[src/core/jtbms_pkg.sv]
// Shared constants and types for the test access port with mode strap
package jtbms_pkg;
  // Test controller states, one-hot
  typedef enum logic [15:0] {
    ST_RESET   = 16'h0001,
    ST_IDLE    = 16'h0002,
    ST_SEL_DR  = 16'h0004,
    ST_CAP_DR  = 16'h0008,
    ST_SH_DR   = 16'h0010,
    ST_EX1_DR  = 16'h0020,
    ST_PAU_DR  = 16'h0040,
    ST_EX2_DR  = 16'h0080,
    ST_UPD_DR  = 16'h0100,
    ST_SEL_IR  = 16'h0200,
    ST_CAP_IR  = 16'h0400,
    ST_SH_IR   = 16'h0800,
    ST_EX1_IR  = 16'h1000,
    ST_PAU_IR  = 16'h2000,
    ST_EX2_IR  = 16'h4000,
    ST_UPD_IR  = 16'h8000
  } jtbms_state_t;
  // Instruction register layout
  localparam int IR_WIDTH = 4;
  localparam logic [3:0] IR_BYPASS = 4'hf;
  localparam logic [3:0] IR_RESET_VAL = 4'hf;
  localparam logic [1:0] IR_CAPTURE = 2'h1;
  // Stages in each pin synchroniser
  localparam int SYNC_STAGES = 2;
  // Rises with mode select high that always reach test-logic-reset
  localparam logic [2:0] RESET_RISES = 3'h5;
endpackage : jtbms_pkg

[src/core/jtbms_top.sv]
// Test access port controller, bypass path and boundary-scan/debug mode select
// Operation
// - With bypass instruction active, one shift stage sits between data in and out.
// - All test state is held in flops; a stopped test clock loses nothing.
// - Test reset pin low forces and holds the controller in test-logic-reset.
// - Five test-clock rises with mode select high reach test-logic-reset on the fifth rise.
// - Mode strap sampled at reset: low gives debug mode, high allows boundary scan.
// - Debug mode holds the controller in test-logic-reset internally.
// - Debug mode reroutes data in, mode select and test reset to debug functions.
`timescale 1ns/100ps
`default_nettype none
module jtbms_top
  import jtbms_pkg::*;
(
  input wire logic i_ref_clk,
  input wire logic i_arst_n,
  input wire logic i_tck,
  input wire logic i_tms,
  input wire logic i_tdi,
  input wire logic i_trst_n,
  input wire logic i_test_mode_strap,
  output logic o_tdo,
  output logic o_tdo_oe,
  output logic o_debug_mode,
  output logic o_debug_serial_in,
  output logic o_breakpoint_request,
  output logic o_debug_serial_clock,
  output logic o_tap_reset
);

  // Two-flop synchronisers for all pins; first stage feeds only the second
  logic [4:0] sync1_reg, sync1_next;
  logic [4:0] sync2_reg, sync2_next;
  logic tck_prev_reg, tck_prev_next;
  logic tck_s, tms_s, tdi_s, trst_n_s, strap_s;
  logic tck_rise, tck_fall;

  always_comb
  begin
    sync1_next = {i_test_mode_strap, i_trst_n, i_tdi, i_tms, i_tck};
    sync2_next = sync1_reg;
    tck_prev_next = sync2_reg[0];
  end

  always_ff @(posedge i_ref_clk or negedge i_arst_n)
  begin
    if (!i_arst_n)
    begin
      sync1_reg <= 5'h0c;
      sync2_reg <= 5'h0c;
      tck_prev_reg <= 1'b0;
    end
    else
    begin
      sync1_reg <= sync1_next;
      sync2_reg <= sync2_next;
      tck_prev_reg <= tck_prev_next;
    end
  end

  assign tck_s = sync2_reg[0];
  assign tms_s = sync2_reg[1];
  assign tdi_s = sync2_reg[2];
  assign trst_n_s = sync2_reg[3];
  assign strap_s = sync2_reg[4];
  // Edges found by the system clock; test clock must be slower than a quarter of it
  assign tck_rise = tck_s & ~tck_prev_reg;
  assign tck_fall = ~tck_s & tck_prev_reg;

  // Strap capture: taken in the first cycles after release, once the synchroniser is full
  logic [1:0] strap_cnt_reg, strap_cnt_next;
  logic debug_reg, debug_next;

  always_comb
  begin
    strap_cnt_next = strap_cnt_reg;
    debug_next = debug_reg;
    if (strap_cnt_reg != 2'h3)
    begin
      strap_cnt_next = strap_cnt_reg + 2'h1;
      if (strap_cnt_reg == 2'h2)
        debug_next = ~strap_s;
    end
  end

  always_ff @(posedge i_ref_clk or negedge i_arst_n)
  begin
    if (!i_arst_n)
    begin
      strap_cnt_reg <= 2'h0;
      debug_reg <= 1'b0;
    end
    else
    begin
      strap_cnt_reg <= strap_cnt_next;
      debug_reg <= debug_next;
    end
  end

  // Controller reset: pin, debug mode, or strap not yet taken
  logic tap_rst;
  assign tap_rst = ~trst_n_s | debug_reg | (strap_cnt_reg != 2'h3);

  // Test controller and data path; everything is in flops, so a halted clock is harmless
  jtbms_state_t state_reg, state_next;
  logic [IR_WIDTH-1:0] ir_sh_reg, ir_sh_next, ir_reg, ir_next;
  logic byp_reg, byp_next;
  logic tdo_reg, tdo_next;
  logic tdo_oe_reg, tdo_oe_next;

  always_comb
  begin
    state_next = state_reg;
    ir_sh_next = ir_sh_reg;
    ir_next = ir_reg;
    byp_next = byp_reg;
    tdo_next = tdo_reg;
    tdo_oe_next = tdo_oe_reg;
    if (tap_rst)
    begin
      state_next = ST_RESET;
      ir_next = IR_RESET_VAL;
      tdo_oe_next = 1'b0;
    end
    else if (tck_rise)
    begin
      unique case (state_reg)
        ST_RESET:  state_next = tms_s ? ST_RESET : ST_IDLE;
        ST_IDLE:   state_next = tms_s ? ST_SEL_DR : ST_IDLE;
        ST_SEL_DR: state_next = tms_s ? ST_SEL_IR : ST_CAP_DR;
        ST_CAP_DR: state_next = tms_s ? ST_EX1_DR : ST_SH_DR;
        ST_SH_DR:  state_next = tms_s ? ST_EX1_DR : ST_SH_DR;
        ST_EX1_DR: state_next = tms_s ? ST_UPD_DR : ST_PAU_DR;
        ST_PAU_DR: state_next = tms_s ? ST_EX2_DR : ST_PAU_DR;
        ST_EX2_DR: state_next = tms_s ? ST_UPD_DR : ST_SH_DR;
        ST_UPD_DR: state_next = tms_s ? ST_SEL_DR : ST_IDLE;
        ST_SEL_IR: state_next = tms_s ? ST_RESET : ST_CAP_IR;
        ST_CAP_IR: state_next = tms_s ? ST_EX1_IR : ST_SH_IR;
        ST_SH_IR:  state_next = tms_s ? ST_EX1_IR : ST_SH_IR;
        ST_EX1_IR: state_next = tms_s ? ST_UPD_IR : ST_PAU_IR;
        ST_PAU_IR: state_next = tms_s ? ST_EX2_IR : ST_PAU_IR;
        ST_EX2_IR: state_next = tms_s ? ST_UPD_IR : ST_SH_IR;
        ST_UPD_IR: state_next = tms_s ? ST_SEL_DR : ST_IDLE;
        default:   state_next = ST_RESET;
      endcase
      // Data path acts in the state being left
      if (state_reg == ST_CAP_IR)
        ir_sh_next = {{(IR_WIDTH-2){1'b0}}, IR_CAPTURE};
      else if (state_reg == ST_SH_IR)
        ir_sh_next = {tdi_s, ir_sh_reg[IR_WIDTH-1:1]};
      if (state_reg == ST_CAP_DR)
        byp_next = 1'b0;
      else if (state_reg == ST_SH_DR)
        byp_next = tdi_s;
      if (state_reg == ST_RESET)
        ir_next = IR_RESET_VAL;
      else if (state_reg == ST_UPD_IR)
        ir_next = ir_sh_reg;
    end
    else if (tck_fall)
    begin
      // Output updates on each falling test-clock edge outside controller reset; the enable is set only while shifting
      tdo_oe_next = (state_reg == ST_SH_DR) | (state_reg == ST_SH_IR);
      if (state_reg == ST_SH_IR)
        tdo_next = ir_sh_reg[0];
      else
        tdo_next = byp_reg; // All data instructions use the bypass stage here
    end
  end

  always_ff @(posedge i_ref_clk or negedge i_arst_n)
  begin
    if (!i_arst_n)
    begin
      state_reg <= ST_RESET;
      ir_sh_reg <= '0;
      ir_reg <= IR_RESET_VAL;
      byp_reg <= 1'b0;
      tdo_reg <= 1'b0;
      tdo_oe_reg <= 1'b0;
    end
    else
    begin
      state_reg <= state_next;
      ir_sh_reg <= ir_sh_next;
      ir_reg <= ir_next;
      byp_reg <= byp_next;
      tdo_reg <= tdo_next;
      tdo_oe_reg <= tdo_oe_next;
    end
  end

  // Debug rerouting; pins read as idle outside debug mode
  logic dbg_in_reg, dbg_in_next, breakpoint_request_reg, breakpoint_request_next, dclk_reg, dclk_next;

  always_comb
  begin
    dbg_in_next = debug_reg & tdi_s;
    breakpoint_request_next = debug_reg & tms_s;
    dclk_next = debug_reg & trst_n_s;
  end

  always_ff @(posedge i_ref_clk or negedge i_arst_n)
  begin
    if (!i_arst_n)
    begin
      dbg_in_reg <= 1'b0;
      breakpoint_request_reg <= 1'b0;
      dclk_reg <= 1'b0;
    end
    else
    begin
      dbg_in_reg <= dbg_in_next;
      breakpoint_request_reg <= breakpoint_request_next;
      dclk_reg <= dclk_next;
    end
  end

  assign o_tdo = tdo_reg;
  assign o_tdo_oe = tdo_oe_reg;
  assign o_debug_mode = debug_reg;
  assign o_debug_serial_in = dbg_in_reg;
  assign o_breakpoint_request = breakpoint_request_reg;
  assign o_debug_serial_clock = dclk_reg;
  assign o_tap_reset = (state_reg == ST_RESET);

  // Consecutive rises with mode select high; only the five-rise check reads it, so it saturates
  logic [2:0] hi_rises_reg, hi_rises_next;

  always_comb
  begin
    hi_rises_next = hi_rises_reg;
    if (tap_rst || (tck_rise && !tms_s))
      hi_rises_next = 3'h0;
    else if (tck_rise && hi_rises_reg != RESET_RISES)
      hi_rises_next = hi_rises_reg + 3'h1;
  end

  always_ff @(posedge i_ref_clk or negedge i_arst_n)
  begin
    if (!i_arst_n)
      hi_rises_reg <= 3'h0;
    else
      hi_rises_reg <= hi_rises_next;
  end
endmodule : jtbms_top
`default_nettype wire

[config.mk]
export PLATFORM = sky130hd
export DESIGN_NAME = jtbms_top
export DESIGN_NICKNAME = d
export VERILOG_FILES = /design/src/core/jtbms_pkg.sv /design/src/core/jtbms_top.sv
export SDC_FILE = /design/constraint.sdc
export NUM_CORES = 1
export LEC_CHECK = 0
export BUFFER_PORTS_ARGS = -buffer_cell sky130_fd_sc_hd__buf_4
export CELL_PAD_IN_SITES_DETAIL_PLACEMENT = 1
export CELL_PAD_IN_SITES_GLOBAL_PLACEMENT = 2
export CORE_UTILIZATION = 42
export CTS_CLUSTER_SIZE = 30
export DETAILED_ROUTE_END_ITERATION = 16
export GPL_ROUTABILITY_DRIVEN = 0
export MAX_ROUTING_LAYER = met4
export PLACE_DENSITY_LB_ADDON = 0.1
export SETUP_SLACK_MARGIN = 0.15
export SLEW_MARGIN = 20
export SYNTH_ARGS = -nofsm -noshare
export SYNTH_HDL_FRONTEND = slang
export SYNTH_SLANG_ARGS = --single-unit
[constraint.sdc]
create_clock -name i_ref_clk -period 3.1 [get_ports i_ref_clk]
set_input_delay 0.31 -clock i_ref_clk [delete_from_list [all_inputs] [get_ports i_ref_clk]]
set_output_delay 0.31 -clock i_ref_clk [all_outputs]
set_load 0.03 [all_outputs]
==> summary.txt <==
Yosys
  – Top cells by area, synth: dfrtp_1 (43%), dfstp_2 (6.5%), o21ai_0 (4.0%)
  – Top cell type's share of synthesized area: 43.3%
  – Top-count cell post-synth: dfrtp_1
  – Mapped Nets: around 200
  – Netlist cell types: 51
  – Dominant synthesized flop cell: dfrtp_1
  – Commonest cells in the netlist: dfrtp_1 (35), nand2_1 (17), o21ai_0 (16), nor2_1 (10), inv_1 (8)
  – Post-synth EDFFs: 0
  – Sequential share of the synthesized area: 49.8%
  – Synth Instances: 196
  – Register bit total from synthesis: 40
  – Largest area contributor in the netlist: dfrtp_1
  – Mapped Avg Cell Area: 10.3 um^2
  – Synth warnings: 0
  – Asr flop ratio synth: 100%
  – Cell area after synthesis: 2020 um^2

Finish
  – P&R area growth vs syn: 12.7%
  – Filler cell count: 509
  – Final Cell Area: around 2300 um^2
  – Sequential Area: 1010 um^2
  – Final net count: between 200 and 250
  – Max reg flops: 16
  – Layout cells sized above 1: 21.0%
  – Antenna cells: 0
  – Multi-input gate area: slightly above 900 um^2

Floorplanning
  – Die width: approximately 71 um
  – Site row count: 24
  – Die Area: 5090 um^2
  – IO Count: 14
  – Core Box Area: 4470 um^2
  – Die Ht: around 71 um
  – Initial core utilization: 45.2%

Critical path
  – Slowest stage cell, crit path: or4_4
  – WS Path Type: reg2out
  – Largest stage delay, worst path: ~0.60 ns
  – CP Data Required Time: between 2 and 3 ns
  – Peak fanout along the critical path: 10
  – CP Cell Sequence: or4_4 -> nor4_1 -> and3_1 -> buf_4
  – Launch point of the worst path: state_reg[5]
  – CP endpoint kind: output port
  – Reg-to-reg startpoint: state_reg[11]
  – Nature of the critical path startpoint: flip-flop
  – Worst path arrival time: roughly 2.3 ns

Status
  – Status: finished, violations left
  – Failing checks: DRC

STA
  – Final setup viols: 0
  – Final period util: 83.8%
  – Slew Limit Fails: 0
  – FMAX: 0.385 GHz
  – Setup TNS: 0 ns
  – Final min period: around 2.6 ns
  – RSZ-0062 raised after global routing: no
  – Pin slew with the least headroom to its limit: ~0.66 ns
  – Final hold violations: 0
  – Relative slew slack: 55.3%
  – Layout Skew: 0.0114 ns

Power
  – Static Leak: 0.991 nW
  – NetSw: 237 uW
  – Pwr per Cell Area: ~460 nW/um^2
  – Logic gate share of total power: a little over 6%
  – Register share of total power: 52.5%
  – P_int: 803 uW
  – Clock share of power: 41.3%
  – Net Sw Frac: 22.8%
  – VDD IR max: 296 uV
  – Power Total: 1.04 mW

Clock network
  – Clk sinks: 40
  – Maximum root-to-sink buffer count: 2
  – CTS tree: done
  – Skew-Pair Late Insertion Delay: ~0.29 ns
  – H-tree Lvls: 2
  – Clk pin slew, worst setup/hold paths: ~0.080 ns
  – CTS root buffer: clkbuf_8
  – CTS buffer count: 5

Global route
  – Overflow after GRT: 0
  – Initial antenna violation count: 0
  – GRT Total Usage: 21.8%
  – Pin count of the biggest net entering global routing: 41
  – First-pass GRT wire length: 8160 um
  – Vias in the first global route: 1,651

Route
  – Routed via count: between 1,500 and 2,000
  – Drc violations: 1
  – DRT Pass-1 Iters: 10
  – Routed WL: 4670 um
  – Initial DRC count: 63
  – Vias per cell: 5.98
  – Post-route ant nets: 0
  – Detailed-route wire length per cell: between 15 and 20 um

Placement
  – Dpl cell area: between 2000 and 2500 um^2
  – Hpwl dp: 3450 um
  – IO buf count: 13

Run
  – Max-cap viol count: 0

Hold path
  – Min-delay worst type: in2reg
  – Hold_sp: i_tck
-- layer usage --
layer | up-vias | part of all wire, % | track usage, %
li1 | 748 | - | -
met1 | 795 | 47 | 27.6
met3 | 4 | 2.5 | 4.36
met5 | - | 0 | -
met4 | 0 | 0.86 | 5.56
met2 | 19 | 50 | 35.9
-- worst max-delay path: cells and delay by family (launching register included) --
| kind | cells | cell delay, ns |
|---|---|---|
| buffers and inverters | 1 | 0.17 |
| AND/OR/NAND/NOR | 3 | 1.33 |
| flip-flops | 1 | 0.49 |
-- power by group through the flow --
stage / sequential [mW] / clock (mW) / combinational (mW)
after CTS: 0.546 / 0.445 / 0.0659
final: 0.546 / 0.430 / 0.0644
after floorplan: 0.564 / 0 / 0.0215
after detailed placement: 0.556 / 0 / 0.0650
after global routing: 0.547 / 0.467 / 0.0715
after global placement: 0.555 / 0 / 0.0639
-- kinds of logic (layout without fill, tap and decap cells) --
group,count (synthesis),in the layout,synth area share [%]
compound gates,47,47,16.7
xor+xnor,5,5,2.17
simple gates,82,82,25.4
mux,1,1,0.495
flops,40,40,49.8
fa+ha+maj,2,2,1.24
buf+inv,19,33,4.21
-- cell type report --
cell class,count,area share (%)
inverter,8,1.32
tap,52,2.86
clock buffer,5,3.02
multi-input combinational,137,40.8
sequential,40,44.2
timing repair buffer,17,5.71
clock inverter,3,2.09
-- stage by stage --
step / cells / hold WS [ns] / worst slack [ns] / util (%)
2_1_floorplan: 196 / 0.0144 / 1.09 / -
3_3_place_gp: 253 / 0.309 / 0.857 / 48.1
3_5_place_dp: 253 / 0.318 / 0.832 / 48.1
4_1_cts: 262 / 0.104 / 0.498 / 50.9
5_1_grt: 262 / 0.0979 / 0.414 / 50.9
6_report: 262 / 0.119 / 0.503 / 50.9
-- path summary, 6_finish.rpt --
path	to	cells after the start	slack (ns)
worst max-delay path	o_tap_reset	4	0.50
worst min register to register	sync2_reg[0]	0	0.36
min in group asynchronous	state_reg[3]	2	0.51
worst min-delay path	sync1_reg[0]	1	0.12
worst max register to register	state_reg[0]	5	0.93
max in group asynchronous	sync2_reg[2]	2	2.20
-- cells in the final DEF (no fill, tap or decap), types with 3 or more instances in the layout --
master and instances:
nand3_1 4, buf_4 16, a32oi_1 3, nor4_1 4, dfrtp_1 35, nand2_1 17, inv_1 8, nor3_1 7
nand2b_1 3, or3_1 4, a21oi_1 5, nor2b_1 4, nand4_1 5, nor2_1 10, clkbuf_8 5, dfstp_2 5
xnor2_1 4, a22o_1 5, o21ai_0 16, and2_1 7
-- what timing repair did --
| action | in CTS | in global routing |
|---|---|---|
| setup buffers | 0 | 0 |
| endpoints found under the hold margin | 30 | 0 |
| setup endpoints to repair | 0 | 0 |
| gates resized for setup | 0 | 0 |
| hold buffers | 1 | 0 |
Power figures use the tool's default switching activity.
